[src/inc/cia_pkg.sv]
// Purpose: Shared constants and types of the interrupt acceptance block
// Assumes: CPU clock equals pclk (25 MHz, 40 ns)
// Notes  : Register offsets are byte addresses on the APB
package cia_pkg;
    // ------------------------------------------------------------
    // Register map
    // ------------------------------------------------------------
    localparam logic [7:0] OFS_REQ    = 8'h00;
    localparam logic [7:0] OFS_MASK   = 8'h04;
    localparam logic [7:0] OFS_LEVEL  = 8'h08;
    localparam logic [7:0] OFS_STATUS = 8'h0C;
    localparam logic [7:0] OFS_STATE  = 8'h10;
    localparam logic [7:0] MASK_RST   = 8'hFF;
    localparam logic [7:0] LEVEL_RST  = 8'hFF;
    localparam logic [7:0] STATUS_RST = 8'h02;
    localparam int ACCEPT_EN_BIT      = 7;
    localparam int SERVICED_LVL_BIT   = 1;
    localparam logic [15:0] BRK_VEC   = 16'h003E;
    // ------------------------------------------------------------
    // Timing: latency in CPU clocks, converted to pclk cycles
    // ------------------------------------------------------------
    localparam int CPU_DIV     = 1;
    localparam int LAT_HI_CLK  = 13;
    localparam int LAT_LO_CLK  = 15;
    localparam int LAT_HI_CYC  = LAT_HI_CLK * CPU_DIV;
    localparam int LAT_LO_CYC  = LAT_LO_CLK * CPU_DIV;
    // ------------------------------------------------------------
    // Types
    // ------------------------------------------------------------
    typedef enum logic [2:0] {
        OP_NONE, OP_BREAK_TRAP, OP_INTERRUPT_RETURN, OP_BREAK_RETURN,
        OP_PUSH_STATUS, OP_POP_STATUS, OP_GLOBAL_ENABLE, OP_GLOBAL_MASK
    } cia_op_t;
    typedef enum logic [1:0] {KIND_NONE, KIND_NMI, KIND_MASK, KIND_BRK} cia_kind_t;
    typedef enum logic {ST_IDLE, ST_STACK} cia_state_t;
endpackage : cia_pkg

[src/inc/cia_stack_if.sv]
// Purpose: Status word stack port between controller and stack memory
// Assumes: push and pop are one-cycle pulses, never together
// Notes  : rdata is valid the cycle after a pop
`timescale 1ns/1ps
interface cia_stack_if #(parameter int W = 8);
    logic         push;
    logic         pop;
    logic [W-1:0] wdata;
    logic [W-1:0] rdata;
    modport ctrl (output push, output pop, output wdata, input rdata);
    modport mem  (input push, input pop, input wdata, output rdata);
endinterface : cia_stack_if

[src/design/cia_irq_accept.sv]
// Purpose: Interrupt acceptance and nesting logic of a small CPU core
// Assumes: Core reports instruction ends on insn_done with insn_op
// Notes  : Core pushes the PC on pc_push and jumps on vec_load
`timescale 1ns/1ps
module cia_irq_accept #(
    parameter int          NSRC        = 8,
    parameter int          SAMPLE_DIV  = 4,
    parameter int          STACK_DEPTH = 8,
    parameter logic [15:0] NMI_VEC     = 16'h0004,
    parameter logic [15:0] VEC_BASE    = 16'h0006
) (
    input  wire logic             pclk,
    input  wire logic             presetn,
    input  wire logic [7:0]       paddr,
    input  wire logic             psel,
    input  wire logic             penable,
    input  wire logic             pwrite,
    input  wire logic [31:0]      pwdata,
    output logic [31:0]           prdata,
    output logic                  pready,
    output logic                  pslverr,
    input  wire logic             filtered_ext_irq_pin,
    input  wire logic [NSRC-1:0]  src_req,
    input  wire logic             nmi_req,
    input  wire logic             insn_done,
    input  wire logic             insn_holds,
    input  wire cia_pkg::cia_op_t insn_op,
    output logic                  pc_push,
    output logic                  vec_load,
    output logic [15:0]           vec_addr,
    output logic                  busy,
    output logic [7:0]            status_out
);
    import cia_pkg::*;

    // ------------------------------------------------------------
    // Declarations
    // ------------------------------------------------------------
    localparam int IW   = (NSRC > 1) ? $clog2(NSRC) : 1;
    localparam int DW   = (SAMPLE_DIV > 1) ? $clog2(SAMPLE_DIV) : 1;
    localparam int A_HI = LAT_HI_CYC;
    localparam int A_LO = LAT_LO_CYC;

    logic [NSRC-1:0] req_reg, mask_reg, level_reg;
    logic [7:0]      status_reg;
    logic [DW-1:0]   div_reg;
    logic            sample_en, pin_hit;
    logic            nmi_pend_reg, nmi_svc_reg, pop_pend_reg, first_reg;
    cia_state_t      state_reg;
    cia_kind_t       kind_reg;
    logic [6:0]      cnt_reg, tgt_reg;
    logic [NSRC-1:0] set_vec, elig, hi_elig;
    logic [IW-1:0]   win_idx;
    logic            win_lvl, ie, serviced_level_flag;
    logic            boundary, hold, op_brk, acc_nmi, acc_mask, acc_brk, acc_any;
    logic            wr_en, rd_setup, addr_ok, op_pop;

    cia_stack_if #(.W(8)) st_if ();

    // Lowest index is the fixed default order's winner
    function automatic logic [IW-1:0] first_set(input logic [NSRC-1:0] v);
        logic [IW-1:0] idx;
        idx = '0;
        for (int i = NSRC - 1; i >= 0; i--) begin
            if (v[i]) begin
                idx = IW'(i);
            end
        end
        return idx;
    endfunction : first_set

    // ------------------------------------------------------------
    // Sampling clock for the pin filter
    // ------------------------------------------------------------
    // Divider giving one-cycle sample pulses
    always_ff @(posedge pclk or negedge presetn) begin
        if (!presetn) begin
            div_reg <= '0;
        end else if (sample_en) begin
            div_reg <= '0;
        end else begin
            div_reg <= div_reg + 1'b1;
        end
    end
    assign sample_en = (div_reg == DW'(SAMPLE_DIV - 1));

    cia_noise_filter u_filter (
        .pclk      (pclk),
        .presetn   (presetn),
        .pin       (filtered_ext_irq_pin),
        .sample_en (sample_en),
        .hit       (pin_hit)
    );

    // ------------------------------------------------------------
    // APB slave
    // ------------------------------------------------------------
    // Zero wait states; unmapped addresses answer with an error
    assign addr_ok  = (paddr == OFS_REQ) || (paddr == OFS_MASK) || (paddr == OFS_LEVEL)
                   || (paddr == OFS_STATUS) || (paddr == OFS_STATE);
    assign pready   = 1'b1;
    assign pslverr  = psel && penable && !addr_ok;
    assign wr_en    = psel && penable && pwrite && addr_ok;
    assign rd_setup = psel && !penable && !pwrite;

    // Read data is captured in the setup cycle
    always_ff @(posedge pclk or negedge presetn) begin
        if (!presetn) begin
            prdata <= '0;
        end else if (rd_setup) begin
            case (paddr)
                OFS_REQ:    prdata <= 32'(req_reg);
                OFS_MASK:   prdata <= 32'(mask_reg);
                OFS_LEVEL:  prdata <= 32'(level_reg);
                OFS_STATUS: prdata <= 32'(status_reg);
                OFS_STATE:  prdata <= 32'({nmi_svc_reg, nmi_pend_reg, busy, kind_reg});
                default:    prdata <= '0;
            endcase
        end
    end

    // ------------------------------------------------------------
    // Acceptance decision
    // ------------------------------------------------------------
    assign ie  = status_reg[ACCEPT_EN_BIT];
    assign serviced_level_flag = status_reg[SERVICED_LVL_BIT];
    assign set_vec = src_req | NSRC'(pin_hit);

    // low level refused while high serviced
    assign elig    = req_reg & ~mask_reg & {NSRC{ie}} & ~(level_reg & {NSRC{~serviced_level_flag}});
    assign hi_elig = elig & ~level_reg;
    // higher level first, then default order
    assign win_idx = (|hi_elig) ? first_set(hi_elig) : first_set(elig);
    assign win_lvl = level_reg[win_idx];

    assign boundary = insn_done && (state_reg == ST_IDLE);
    assign op_brk   = (insn_op == OP_BREAK_TRAP);
    assign op_pop   = (insn_op == OP_INTERRUPT_RETURN) || (insn_op == OP_BREAK_RETURN)
                   || (insn_op == OP_POP_STATUS);
    // status-touching ops defer acceptance by one instruction
    assign hold = insn_holds || op_pop || (insn_op == OP_PUSH_STATUS)
               || (insn_op == OP_GLOBAL_ENABLE) || (insn_op == OP_GLOBAL_MASK);

    assign acc_brk  = boundary && op_brk;
    assign acc_nmi  = boundary && !op_brk && !hold && nmi_pend_reg && !nmi_svc_reg;
    assign acc_mask = boundary && !op_brk && !hold && !(nmi_pend_reg && !nmi_svc_reg)
                   && !nmi_svc_reg && (|elig);
    assign acc_any  = acc_brk || acc_nmi || acc_mask;

    // ------------------------------------------------------------
    // Request, mask and level flags
    // ------------------------------------------------------------
    // cleared on accept or write; a new request wins
    always_ff @(posedge pclk or negedge presetn) begin
        if (!presetn) begin
            req_reg <= '0;
        end else begin
            req_reg <= ((wr_en && paddr == OFS_REQ) ? pwdata[NSRC-1:0] : req_reg)
                     & ~(acc_mask ? (NSRC'(1) << win_idx) : '0) | set_vec;
        end
    end

    // Mask and level flags are plain software registers
    always_ff @(posedge pclk or negedge presetn) begin
        if (!presetn) begin
            mask_reg  <= NSRC'(MASK_RST);
            level_reg <= NSRC'(LEVEL_RST);
        end else if (wr_en && paddr == OFS_MASK) begin
            mask_reg <= pwdata[NSRC-1:0];
        end else if (wr_en && paddr == OFS_LEVEL) begin
            level_reg <= pwdata[NSRC-1:0];
        end
    end

    // ------------------------------------------------------------
    // Status word and its stack
    // ------------------------------------------------------------
    // reset value
    // restore after pop; acceptance beats a bus write
    always_ff @(posedge pclk or negedge presetn) begin
        if (!presetn) begin
            status_reg <= STATUS_RST;
        end else if (pop_pend_reg) begin
            status_reg <= st_if.rdata;
        end else if (acc_any) begin
            status_reg[ACCEPT_EN_BIT] <= 1'b0;
            if (acc_mask) begin
                status_reg[SERVICED_LVL_BIT] <= win_lvl;
            end else if (acc_nmi) begin
                status_reg[SERVICED_LVL_BIT] <= 1'b0;
            end
        end else if (boundary && insn_op == OP_GLOBAL_ENABLE) begin
            status_reg[ACCEPT_EN_BIT] <= 1'b1;
        end else if (boundary && insn_op == OP_GLOBAL_MASK) begin
            status_reg[ACCEPT_EN_BIT] <= 1'b0;
        end else if (wr_en && paddr == OFS_STATUS) begin
            status_reg <= pwdata[7:0];
        end
    end

    assign st_if.push  = acc_any || (boundary && insn_op == OP_PUSH_STATUS);
    assign st_if.pop   = boundary && op_pop;
    assign st_if.wdata = status_reg;

    // Popped word arrives one cycle later
    always_ff @(posedge pclk or negedge presetn) begin
        if (!presetn) begin
            pop_pend_reg <= 1'b0;
        end else begin
            pop_pend_reg <= st_if.pop;
        end
    end

    cia_stack_mem #(.DEPTH(STACK_DEPTH)) u_stack (
        .pclk    (pclk),
        .presetn (presetn),
        .st      (st_if.mem)
    );

    // ------------------------------------------------------------
    // Non-maskable tracking
    // ------------------------------------------------------------
    // one held request, new arrival beats the clear
    always_ff @(posedge pclk or negedge presetn) begin
        if (!presetn) begin
            nmi_pend_reg <= 1'b0;
            nmi_svc_reg  <= 1'b0;
        end else begin
            nmi_pend_reg <= nmi_req || (nmi_pend_reg && !acc_nmi);
            if (acc_nmi) begin
                nmi_svc_reg <= 1'b1;
            end else if (boundary && insn_op == OP_INTERRUPT_RETURN) begin
                nmi_svc_reg <= 1'b0;
            end
        end
    end

    // ------------------------------------------------------------
    // Stacking sequence and vectoring
    // ------------------------------------------------------------
    // latency from acceptance to vector load fixed per level: LAT_HI_CYC (13) for high, LAT_LO_CYC (15) for low
    always_ff @(posedge pclk or negedge presetn) begin
        if (!presetn) begin
            state_reg <= ST_IDLE;
            kind_reg  <= KIND_NONE;
            cnt_reg   <= '0;
            tgt_reg   <= '0;
            vec_addr  <= '0;
        end else begin
            case (state_reg)
                ST_IDLE: begin
                    cnt_reg <= '0;
                    if (acc_any) begin
                        state_reg <= ST_STACK;
                        tgt_reg   <= (acc_mask && win_lvl) ? 7'(LAT_LO_CYC - 1) : 7'(LAT_HI_CYC - 1);
                        if (acc_brk) begin
                            kind_reg <= KIND_BRK;
                            vec_addr <= BRK_VEC;
                        end else if (acc_nmi) begin
                            kind_reg <= KIND_NMI;
                            vec_addr <= NMI_VEC;
                        end else begin
                            kind_reg <= KIND_MASK;
                            vec_addr <= VEC_BASE + 16'({win_idx, 1'b0});
                        end
                    end
                end
                ST_STACK: begin
                    cnt_reg <= cnt_reg + 1'b1;
                    if (cnt_reg == tgt_reg) begin
                        state_reg <= ST_IDLE;
                    end
                end
                default: state_reg <= ST_IDLE;
            endcase
        end
    end

    // Status word is stacked first, then the core pushes the PC
    assign busy       = (state_reg == ST_STACK);
    assign pc_push    = busy && (cnt_reg == tgt_reg - 7'h01);
    assign vec_load   = busy && (cnt_reg == tgt_reg);
    assign status_out = status_reg;

    // ------------------------------------------------------------
    // Assertions
    // ------------------------------------------------------------
    // First cycle after reset release
    always_ff @(posedge pclk or negedge presetn) begin
        if (!presetn) begin
            first_reg <= 1'b1;
        end else begin
            first_reg <= 1'b0;
        end
    end

    a_status_reset: assert property (@(posedge pclk) disable iff (!presetn)
        first_reg |-> status_reg == STATUS_RST) else $error("status word not 02H after reset");

    a_accept_ie_clear: assert property (@(posedge pclk) disable iff (!presetn)
        acc_any |=> !status_reg[ACCEPT_EN_BIT] && busy) else $error("enable not cleared");

    a_serviced_copy: assert property (@(posedge pclk) disable iff (!presetn)
        acc_mask |=> status_reg[SERVICED_LVL_BIT] == $past(win_lvl)) else $error("level not copied");

    a_nmi_wins: assert property (@(posedge pclk) disable iff (!presetn)
        boundary && !hold && !op_brk && nmi_pend_reg && !nmi_svc_reg |-> acc_nmi && !acc_mask)
        else $error("NMI lost precedence");

    // NMI clears both flags and vectors
    a_nmi_flags: assert property (@(posedge pclk) disable iff (!presetn)
        acc_nmi |=> !status_reg[ACCEPT_EN_BIT] && !status_reg[SERVICED_LVL_BIT] && vec_addr == NMI_VEC)
        else $error("NMI flags or vector wrong");

    a_nmi_no_nest: assert property (@(posedge pclk) disable iff (!presetn)
        nmi_svc_reg |-> !acc_nmi && !acc_mask) else $error("nesting during NMI");

    a_mask_elig: assert property (@(posedge pclk) disable iff (!presetn)
        acc_mask |-> req_reg[win_idx] && !mask_reg[win_idx] && ie && (serviced_level_flag || !win_lvl))
        else $error("ineligible request accepted");

    a_lat_high: assert property (@(posedge pclk) disable iff (!presetn)
        (acc_mask || acc_nmi) && !(acc_mask && win_lvl) |=> !vec_load [*8] ##1 !vec_load [*4] ##1 vec_load)
        else $error("high level latency wrong");
    a_lat_high_end: assert property (@(posedge pclk) disable iff (!presetn)
        acc_mask && !win_lvl |-> ##A_HI vec_load) else $error("high level vector late");

    a_lat_low: assert property (@(posedge pclk) disable iff (!presetn)
        acc_mask && win_lvl |-> ##A_LO vec_load ##1 !busy) else $error("low level latency wrong");

    a_brk_vector: assert property (@(posedge pclk) disable iff (!presetn)
        acc_brk |-> ##A_HI vec_load && vec_addr == BRK_VEC) else $error("break vector wrong");

    a_req_clear: assert property (@(posedge pclk) disable iff (!presetn)
        acc_mask && !set_vec[win_idx] |=> !req_reg[$past(win_idx)]) else $error("flag not cleared");
endmodule : cia_irq_accept

[src/design/cia_noise_filter.sv]
// Purpose: Pin synchroniser and two-sample noise check
// Assumes: sample_en is a one-cycle pulse from the sampling divider
// Notes  : Active level is high; one hit per active stretch
`timescale 1ns/1ps
module cia_noise_filter (
    input  wire logic pclk,
    input  wire logic presetn,
    input  wire logic pin,
    input  wire logic sample_en,
    output logic      hit
);
    logic s1_reg, s2_reg, s3_reg, lvl_reg, prev_reg, armed_reg;

    // Three-stage synchroniser; level moves once stages two and three agree
    always_ff @(posedge pclk or negedge presetn) begin
        if (!presetn) begin
            s1_reg  <= 1'b0;
            s2_reg  <= 1'b0;
            s3_reg  <= 1'b0;
            lvl_reg <= 1'b0;
        end else begin
            s1_reg <= pin;
            s2_reg <= s1_reg;
            s3_reg <= s2_reg;
            if (s2_reg == s3_reg) begin
                lvl_reg <= s3_reg;
            end
        end
    end

    always_ff @(posedge pclk or negedge presetn) begin
        if (!presetn) begin
            prev_reg  <= 1'b0;
            armed_reg <= 1'b1;
            hit       <= 1'b0;
        end else begin
            hit <= sample_en && lvl_reg && prev_reg && armed_reg;
            if (sample_en) begin
                prev_reg  <= lvl_reg;
                armed_reg <= !(lvl_reg && prev_reg) && (armed_reg || !lvl_reg);
            end
        end
    end
endmodule : cia_noise_filter

[src/design/cia_stack_mem.sv]
// Purpose: Small stack of saved status words
// Assumes: Pops from an empty stack are ignored
// Notes  : Pushes beyond the depth are dropped
`timescale 1ns/1ps
module cia_stack_mem #(
    parameter int DEPTH = 8
) (
    input  wire logic  pclk,
    input  wire logic  presetn,
    cia_stack_if.mem   st
);
    localparam int AW = $clog2(DEPTH);
    logic [7:0]  mem [DEPTH];
    logic [AW:0] sp_reg;

    // Pointer and registered read data
    always_ff @(posedge pclk or negedge presetn) begin
        if (!presetn) begin
            sp_reg   <= '0;
            st.rdata <= '0;
        end else if (st.push && (sp_reg < (AW+1)'(DEPTH))) begin
            sp_reg <= sp_reg + 1'b1;
        end else if (st.pop && (sp_reg != '0)) begin
            sp_reg   <= sp_reg - 1'b1;
            st.rdata <= mem[AW'(sp_reg - 1'b1)];
        end
    end

    // Storage needs no reset
    always_ff @(posedge pclk) begin
        if (st.push && (sp_reg < (AW+1)'(DEPTH))) begin
            mem[AW'(sp_reg)] <= st.wdata;
        end
    end
endmodule : cia_stack_mem

[config.mk]
export PLATFORM = sky130hd
export DESIGN_NAME = cia_irq_accept
export DESIGN_NICKNAME = d
export VERILOG_FILES = /design/src/inc/cia_pkg.sv /design/src/inc/cia_stack_if.sv /design/src/design/cia_irq_accept.sv /design/src/design/cia_noise_filter.sv /design/src/design/cia_stack_mem.sv
export SDC_FILE = /design/constraint.sdc
export NUM_CORES = 1
export LEC_CHECK = 0
export BUFFER_PORTS_ARGS = -buffer_cell sky130_fd_sc_hd__clkbuf_2
export CORE_ASPECT_RATIO = 0.9
export CORE_MARGIN = 5
export CORE_UTILIZATION = 51
export DETAILED_ROUTE_END_ITERATION = 10
export PLACE_DENSITY_LB_ADDON = 0.2
export SLEW_MARGIN = 30
export SYNTH_ARGS = -nofsm -noshare
export SYNTH_HDL_FRONTEND = slang
export SYNTH_SLANG_ARGS = --single-unit
[constraint.sdc]
create_clock -name pclk -period 3.3 [get_ports pclk]
set_clock_uncertainty 0.2 [all_clocks]
set_input_delay 0.165 -clock pclk [delete_from_list [all_inputs] [get_ports pclk]]
set_output_delay 0.165 -clock pclk [all_outputs]
set_load 0.01 [all_outputs]
==> results_dict.tcl, run 1 <==
set metrics [dict create \
    powerDensity_nw_per_um2 774 \
    async_flop_share_pct 55.9 \
    grt-ovfl-total 0 \
    drt-initial-drc-count 474 \
    ant_nets 0 \
    nets 742 \
    layout_common_cells "edfxtp_1 (64), dfrtp_1 (62), clkbuf_2 (59), conb_1 (36), nand2_1 (35)" \
    grt_use_total_pct 21.2 \
    globalplace.congestion 0.968 \
    wl_mm 16.6 \
    fmax_mhz 334 \
    dr_total_vias 4991 \
    die_height_um 122 \
    worst_path_max_delay_cell "dfrtp_2" \
    cp_max_fo 19 \
    slew_headroom_pct 51.1 \
    setup_violations 0 \
    avgSynthCellArea_um2 12.7 \
    final_common_cell "edfxtp_1" \
    rsz0062_at_grt "false" \
    grt_pass1_vias 4998 \
    netlist_instances 563 \
    synthToLayoutAreaGrowth_pct 19.9 \
    tns_ns 0 \
    start_util_pct 51.5 \
    viasPerCell 5.82 \
    grt_pass1_wl_mm 26.8 \
    p_int_mw 4.42 \
    slowest_delay_ns 0.57 \
    ios 121 \
    p_leak_nw 3.53 \
    finalCritPeriodShare_pct 90.7 \
    critPathCaptureType "flop" \
    h-tree-depth 4 \
    switching_share_pct 33.1 \
    clock_sinks 145 \
    cts_root_buffer "clkbuf_16" \
    cp_cell_sequence "nand3b_1 > or2_2 > o221ai_1 > a22oi_1 > o31ai_4 > inv_1 > ha_1 > ha_1 > o21ai_0 > a22o_1" \
    yosys_warnings 0 \
    worstMarginPinSlew_ns 0.734 \
    path_buf_inv 1 \
    path_class "reg -> reg" \
    post_cts_buffers 0 \
    ys_seq_area_share_pct 55.7 \
    crit_required_ns 3.41 \
    cp_common_cell "ha_1" \
    fp-row-count 41 \
    antenna_found_initial 0 \
    drv_slew 0 \
    portBuffers 60 \
    drt_first_pass_iters 6 \
    die_w_um 135 \
    syn_area_um2 7130 \
    preCtsSetupSlack_ns 0.0951 \
    synth-edff-count 64 \
    hold_viol 0 \
    arrival_ns 3.10 \
    cp_top_family "compound AO/OA/AOI/OAI gates" \
    hpwl_mm 11.8 \
    p_clk_share_pct 29.9 \
    drive_gt1_share_pct 28.6 \
    switchingPower_mw 2.19 \
    maxCapViolations 0 \
    regMostFlops "u_stack.mem" \
    clk_pin_slew_worst_paths_ns 0.06 \
    synthFlopType "edfxtp_1" \
    insertion_delay_ns 0.42 \
    startpoint_type "flop" \
    grt_max_degree 82 \
    irDropWorstVdd_uv 383 \
    die-area_um2 16500 \
    diodes 0 \
    cts_tree "built" \
    core_um2 13900 \
    largest_register_ffs 64 \
    numCtsBuffers 17 \
    worstHoldPathType "in -> reg" \
    drc 0 \
    ys_ff_latch 145 \
    min_period_ns 2.99 \
    outcome "finished, final reports clean" \
    fin_ws_ns 0.307 \
    p_seq_share_pct 38.1 \
    clk_path_buf_depth 2 \
    wire_per_inst_um 19.4 \
    power_frac_comb_pct 32.0 \
    yosysUniqueCellTypes 73 \
    totalPowerFinal_mw 6.62 \
]
metrics by stage:
step,utilization [%],hold slack (ns),std cells,cell area (um^2)
2_1_floorplan,-,-0.331,597,7260
3_3_place_gp,55.4,0.0776,801,7670
3_5_place_dp,55.4,0.0600,801,7680
4_1_cts,61.7,0.0288,857,8540
5_1_grt,61.8,0.0775,857,8560
6_report,61.8,0.0425,857,8560
power groups by stage:
stage	Clock [mW]	Sequential [mW]	Combinational (mW)
floorplan	0	2.48	1.40
global placement	0	2.54	2.05
detailed placement	0	2.55	2.08
CTS	2.00	2.52	2.12
global route	2.09	2.57	2.33
finish	1.98	2.52	2.11
path summary, 6_finish.rpt:
kind,startpoint,endpoint,slack (ns),depth (start not counted)
min reg2reg,u_filter.s1_reg,u_filter.s2_reg,0.15,0
min in group asynchronous,presetn,u_stack.sp_reg[0],0.15,2
max in group asynchronous,presetn,status_out[7],2.20,2
max,status_out[7],vec_addr[3],0.31,10
max reg2reg,status_out[7],vec_addr[3],0.31,10
min,insn_holds,nmi_svc_reg,0.04,4
cell families (layout without fill, tap and decap cells):
group | count (synthesis) | count (layout) | share of synthesized area (%)
AOI/OAI and AO/OA | 95 | 95 | 9.59
xor gates and xnor gates | 12 | 12 | 1.47
adders and majority gates | 11 | 11 | 1.89
buffers and inverters | 71 | 159 | 5.72
DFF | 145 | 145 | 55.7
muxes | 64 | 64 | 12.7
other | 2 | 36 | 0.105
and+or+nand+nor | 163 | 163 | 12.8
Yosys cell counts, types with 5 or more instances:
master     n  area [um^2]
nor2b_1    6         37.5
edfxtp_1  64         1920
nand3_1    7         35.0
a31oi_1    8         50.1
mux2i_1   22          220
and2_1     8         50.1
a22o_1     7         61.3
nand2b_1   8         50.1
nand3b_1   9         67.6
mux4_2    19          428
buf_4     37          278
nor2_1    30          113
a21oi_1   21          105
dfstp_2   18          473
nand2_1   35          131
nand4_1    5         31.3
xnor2_1    8         70.1
a222oi_1   5         50.1
inv_1     16         60.1
ha_1      10          125
clkbuf_1  13         48.8
nor3_1    11         55.1
nor4_1     8         50.1
or2_2      6         37.5
mux2_2    23          259
dfrtp_1   63         1580
o21ai_0   13         65.1
metal layers:
metal	share of wire, %	GRT usage [%]	vias up
li1	-	-	2275
met1	45	30.3	2510
met2	47	33.1	184
met3	6.1	4.17	22
met4	1.7	6.49	0
met5	0	0	-
repair_timing:
action	4_1_cts	5_1_grt
gates resized for setup	0	4
hold endpoints to repair	97	0
hold buffers	24	0
setup endpoints to repair	0	66
worst register-to-register path, stage by stage (launching register included):
cell and delay, ns:
dfrtp_2 0.57, nand3b_1 0.18, or2_2 0.32, o221ai_1 0.21
a22oi_1 0.16, o31ai_4 0.25, inv_1 0.12, ha_1 0.24
ha_1 0.32, o21ai_0 0.10, a22o_1 0.21
cell type report:
class,count,area [um^2]
fillers,1064,5300
well taps,172,215
multi-input cells,381,2900
clock buffers,22,497
flip-flops and latches,145,3970
inverters,16,60.1
clock inverters,10,123
repair buffers,111,787
(Power assumes the default switching activity.)
==> run 2: changes to the inputs <==
--- a/config.mk
+++ b/config.mk
@@ -10,7 +10,7 @@
 export CORE_MARGIN = 5
 export CORE_UTILIZATION = 51
 export DETAILED_ROUTE_END_ITERATION = 10
-export PLACE_DENSITY_LB_ADDON = 0.2
+export PLACE_DENSITY = 0.83
 export SLEW_MARGIN = 30
 export SYNTH_ARGS = -nofsm -noshare
 export SYNTH_HDL_FRONTEND = slang
==> results_dict.tcl, run 2 (synthesis results as in run 1) <==
set metrics [dict create \
    drt-initial-drc-count 513 \
    largest_register_ffs 64 \
    setup_violations 0 \
    powerDensity_nw_per_um2 766 \
    cp.depth 9 \
    fmax_mhz 324 \
    slowest_delay_ns 0.56 \
    critPathCaptureType "flop" \
    viasPerCell 5.90 \
    grt_max_degree 82 \
    outcome "finished, final reports clean" \
    wl_mm 17.1 \
    final_common_cell "edfxtp_1" \
    cp_top_family "simple AND/OR/NAND/NOR gates" \
    diodes 0 \
    cp_cell_sequence "or4bb_1 > nand4_1 > nand2b_1 > o21bai_1 > nand2_1 > buf_4 > nor4_1 > o21bai_1 > dlygate4sd3_1" \
    p_leak_nw 3.52 \
    worstMarginPinSlew_ns 0.877 \
    r2r_cells 9 \
    drv_slew 0 \
    die_w_um 135 \
    grt-ovfl-total 0 \
    cts_root_buffer "clkbuf_16" \
    rsz0062_at_grt "false" \
    hpwl_mm 11.9 \
    nets 744 \
    finalCritPeriodShare_pct 93.4 \
    globalplace.congestion 0.971 \
    tns_ns 0 \
    cp_max_fo 16 \
    fillers 1048 \
    startpoint_type "flop" \
    arrival_ns 3.18 \
    final_core_util_pct 61.6 \
    ios 121 \
    drive_gt1_share_pct 28.1 \
    clock_sinks 145 \
    placed_cell_area_um2 7590 \
    wire_per_inst_um 19.9 \
    h-tree-depth 4 \
    fp-row-count 41 \
    synthToLayoutAreaGrowth_pct 19.5 \
    hold_viol 0 \
    antenna_found_initial 0 \
    drt_first_pass_iters 7 \
    grt_pass1_vias 5035 \
    worst_path_max_delay_cell "dlygate4sd3_1" \
    irDropWorstVdd_uv 417 \
    ant_nets 0 \
    start_util_pct 51.5 \
    layout_common_cells "edfxtp_1 (64), dfrtp_1 (62), clkbuf_2 (59), conb_1 (36), nand2_1 (35)" \
    core_um2 13900 \
    hold_ws_ns 0.0475 \
    grt_pass1_wl_mm 27.1 \
    drc 0 \
    insertion_delay_ns 0.43 \
    cp_common_cell "o21bai_1" \
    die-area_um2 16500 \
    crit_required_ns 3.40 \
    hold_path_depth 5 \
    grt_use_total_pct 21.7 \
    rrSetupSlack_ns 0.22 \
    path_buf_inv 2 \
    path_class "reg -> reg" \
    slew_headroom_pct 41.1 \
    totalPowerFinal_mw 6.53 \
    dr_total_vias 5064 \
    worstHoldPathType "in -> reg" \
    die_height_um 122 \
    cts_tree "built" \
    fin_area_um2 8530 \
    min_period_ns 3.08 \
    maxCapViolations 0 \
    regMostFlops "u_stack.mem" \
    portBuffers 60 \
    numCtsBuffers 17 \
    clk_path_buf_depth 2 \
    clk_pin_slew_worst_paths_ns 0.06 \
]
-- run 2: cell types whose count changed in the layout (fill, tap and decap cells not counted), moves of 2 or more --
| cell | before | now |
|---|---|---|
| buf_12 | 3 | 0 |
| inv_8 | 0 | 3 |
| dlygate4sd3_1 | 24 | 30 |
| inv_6 | 1 | 3 |
| clkbuf_1 | 2 | 0 |
| clkbuf_16 | 19 | 17 |
| clkinv_8 | 0 | 2 |
-- run 2: stage by stage --
| step | instances | setup WS [ns] |
|---|---|---|
| after floorplan | 597 | 0.106 |
| after global placement | 795 | 0.275 |
| after detailed placement | 795 | 0.201 |
| after CTS | 857 | 0.0817 |
| after global routing | 859 | 0.0239 |
| final | 859 | 0.217 |
-- run 2: worst reg2reg max path, delay by kind of cell (launching register included) --
family	cells	cell delay [ns]
simple gates	5	1.26
buf+inv	2	0.73
flops	1	0.51
compound gates	2	0.26
-- run 2: what timing repair did --
item,CTS,global route
buffers inserted,0,2
resized for setup,0,3
endpoints found under the setup margin,0,12
hold buffers,30,0
hold endpoints to repair,103,0
-- run 2: path summary, 6_finish.rpt --
check	startpoint	end
max	status_out[7]	req_reg[2]
max in group asynchronous	presetn	status_out[7]
min reg2reg	u_filter.s1_reg	u_filter.s2_reg
min	paddr[1]	prdata[6]
max reg2reg	status_out[7]	req_reg[2]
min in group asynchronous	presetn	u_stack.sp_reg[0]
-- run 2: per-layer routing --
| metal | vias up | GRT usage [%] | share of wire, % |
|---|---|---|---|
| met5 | - | 0 | 0 |
| met4 | 0 | 7.32 | 1.7 |
| met3 | 26 | 6.23 | 6.5 |
| met2 | 200 | 35.7 | 51 |
| met1 | 2554 | 27.8 | 41 |
| li1 | 2284 | - | - |
-- run 2: layout make-up --
type | count | area (um^2) | area share, %
multi-input combinational | 381 | 2900 | 34.0
sequential | 145 | 3970 | 46.6
tap | 172 | 215 | 2.52
clock buffer | 17 | 425 | 4.99
clock inverter | 15 | 174 | 2.04
timing repair buffer | 113 | 779 | 9.14
inverter | 16 | 60.1 | 0.704
-- run 2: where the power goes --
part | switching [mW] | internal [mW] | total, mW
registers | 0.313 | 2.21 | 2.53
clock network | 0.819 | 1.08 | 1.89
logic | 1.14 | 0.967 | 2.11
total | 2.27 | 4.26 | 6.53
==> run 3: changes to the inputs <==
--- a/config.mk
+++ b/config.mk
@@ -11,7 +11,8 @@
 export CORE_UTILIZATION = 51
 export DETAILED_ROUTE_END_ITERATION = 10
 export PLACE_DENSITY = 0.83
-export SLEW_MARGIN = 30
+export SLEW_MARGIN = 20
 export SYNTH_ARGS = -nofsm -noshare
 export SYNTH_HDL_FRONTEND = slang
+export SYNTH_HIERARCHICAL = 1
 export SYNTH_SLANG_ARGS = --single-unit
==> constraint.sdc (replaced) <==
create_clock -name pclk -period 3.3 [get_ports pclk]
set_clock_uncertainty 0.2 [all_clocks]
set_input_delay 0.33 -clock pclk [delete_from_list [all_inputs] [get_ports pclk]]
set_output_delay 0.33 -clock pclk [all_outputs]
set_load 0.01 [all_outputs]
==> results_dict.tcl, run 3 <==
set metrics [dict create \
    outcome "finished, final reports clean" \
    arrival_ns 3.23 \
    syn_area_um2 7400 \
    r2r_cells 11 \
    grt_pass1_vias 5189 \
    grt_use_total_pct 20.5 \
    worstHoldPathType "in -> reg" \
    synth_top_area_cell "edfxtp_1" \
    nets 760 \
    ios 121 \
    grt_pass1_wl_mm 27.3 \
    hold_path_depth 2 \
    largest_register_ffs 64 \
    clk_pin_slew_worst_paths_ns 0.06 \
    startpoint_type "flop" \
    wl_mm 16.9 \
    p_leak_nw 3.51 \
    ant_nets 0 \
    die_w_um 137 \
    portBuffers 60 \
    clock_sinks 145 \
    netlist_instances 605 \
    die_height_um 124 \
    yosysUniqueCellTypes 84 \
    path_class "reg -> reg" \
    post_cts_buffers 0 \
    numCtsBuffers 17 \
    avgSynthCellArea_um2 12.2 \
    synth-edff-count 64 \
    diodes 0 \
    slew_headroom_pct 42.4 \
    yosys_warnings 6 \
    drt-initial-drc-count 389 \
    ys_seq_area_share_pct 53.6 \
    critPathCaptureType "flop" \
    synthToLayoutAreaGrowth_pct 15.1 \
    die-area_um2 17000 \
    wire_per_inst_um 18.9 \
    viasPerCell 5.76 \
    maxCapViolations 0 \
    drt_first_pass_iters 5 \
    clk_path_buf_depth 2 \
    hold_viol 0 \
    synth_area_leaders "edfxtp_1 (26%), dfrtp_1 (21%), mux2i_1 (6.5%)" \
    worstMarginPinSlew_ns 0.864 \
    multi_input_area_um2 3080 \
    regMostFlops "u_stack/mem" \
    crit_required_ns 3.40 \
    layout_common_cells "edfxtp_1 (64), dfrtp_1 (62), clkbuf_2 (59), mux2i_1 (48), nand2_1 (38)" \
    setup_violations 0 \
    tns_ns 0 \
    synthFlopType "edfxtp_1" \
    dr_total_vias 5161 \
    irDropWorstVdd_uv 507 \
    hpwl_mm 12.3 \
    drive_gt1_share_pct 27.2 \
    core_um2 14100 \
    fp-row-count 41 \
    ff_latch_area_um2 3970 \
    start_util_pct 52.5 \
    ys_ff_latch 145 \
    antenna_found_initial 0 \
    h-tree-depth 4 \
    insertion_delay_ns 0.43 \
    grt_max_degree 82 \
    synth_top_area_share_pct 26.0 \
    fillers 1104 \
    final_common_cell "edfxtp_1" \
    grt-ovfl-total 0 \
    cp_max_fo 6 \
    cts_tree "built" \
    globalplace.congestion 0.952 \
    powerDensity_nw_per_um2 805 \
    async_flop_share_pct 55.9 \
    yosysMostFrequentCell "edfxtp_1" \
    cts_root_buffer "clkbuf_16" \
    min_period_ns 3.13 \
    finalCritPeriodShare_pct 95.0 \
    drv_slew 0 \
    fmax_mhz 319 \
    rsz0062_at_grt "false" \
    final_core_util_pct 60.4 \
    drc 0 \
    synth_common_cells "edfxtp_1 (64), dfrtp_1 (63), mux2i_1 (48)" \
]
run 3: cell types whose count changed after synthesis, moves of 7 or more:
cell     before  now
mux2i_1      22   48
a22oi_2       0    8
mux4_2       19    8
buf_2         1    8
a22oi_1       3   13
a31o_1        0    8
run 3: cells by family after synthesis:
logic type               after synthesis  share of synthesized area (%)
flip-flops                           145                           53.6
other                                  2                          0.101
AND/OR/NAND/NOR                      167                           12.8
XOR/XNOR                              10                           1.28
AO/OA/AOI/OAI                        117                           12.0
multiplexers                          74                           11.7
adder cells (fa/ha/maj)               11                           1.84
buffers and inverters                 79                           6.62
run 3: through the flow:
stage	cells	area [um^2]	power, mW	hold slack [ns]	setup WS, ns
6_report	896	8520	6.86	0.0306	0.166
5_1_grt	896	8520	7.25	0.0171	0.0418
4_1_cts	896	8500	6.87	0.00828	0.128
3_5_place_dp	853	7820	4.97	0.136	0.143
3_3_place_gp	853	7820	4.88	0.147	0.221
2_1_floorplan	639	7530	4.39	-0.166	-0.106
run 3: repair_timing:
action / CTS / global route
hold endpoints to repair: 73 / 0
endpoints found under the setup margin: 0 / 19
resized for setup: 0 / 5
hold buffers: 11 / 0
run 3: path summary, 6_finish.rpt:
kind	from	slack, ns	end
max	level_reg[2]	0.17	req_reg[3]
min	pwdata[5]	0.03	mask_reg[5]
max reg2reg	level_reg[2]	0.17	req_reg[3]
min reg2reg	u_filter/s1_reg	0.15	u_filter/s2_reg
max in group asynchronous	presetn	2.05	status_out[7]
min in group asynchronous	presetn	0.31	vec_addr[1]
run 3: area by class of cell:
cell class                 count  share of cell area, %
sequential                   145                   46.6
multi-input combinational    415                   36.2
timing repair buffer          92                   6.74
clock buffer                  21                   5.42
tap                          193                   2.83
clock inverter                11                   1.38
inverter                      19                  0.837
run 3: metal layers:
layer | vias to the layer above | track usage (%) | wire (um)
met5 | - | 0 | 0
met4 | 0 | 8.10 | 364
met3 | 31 | 5.94 | 1350
met2 | 204 | 31.0 | 7800
met1 | 2564 | 27.9 | 7390
li1 | 2362 | - | -
run 3: power by group:
| part | switching (mW) | internal, mW |
|---|---|---|
| clock network | 0.768 | 1.10 |
| logic | 1.37 | 1.02 |
| registers | 0.361 | 2.24 |
| total | 2.50 | 4.36 |
run 3: worst max-delay path, stage by stage, from the launching register on:
cell,delay [ns]
dfstp_2,0.58
and4bb_2,0.28
nor4_4,0.37
nand2_1,0.12
o41a_1,0.51
and2_1,0.21
buf_4,0.15
inv_1,0.07
ha_1,0.15
nand2_1,0.07
nor2_1,0.18
o21bai_1,0.10
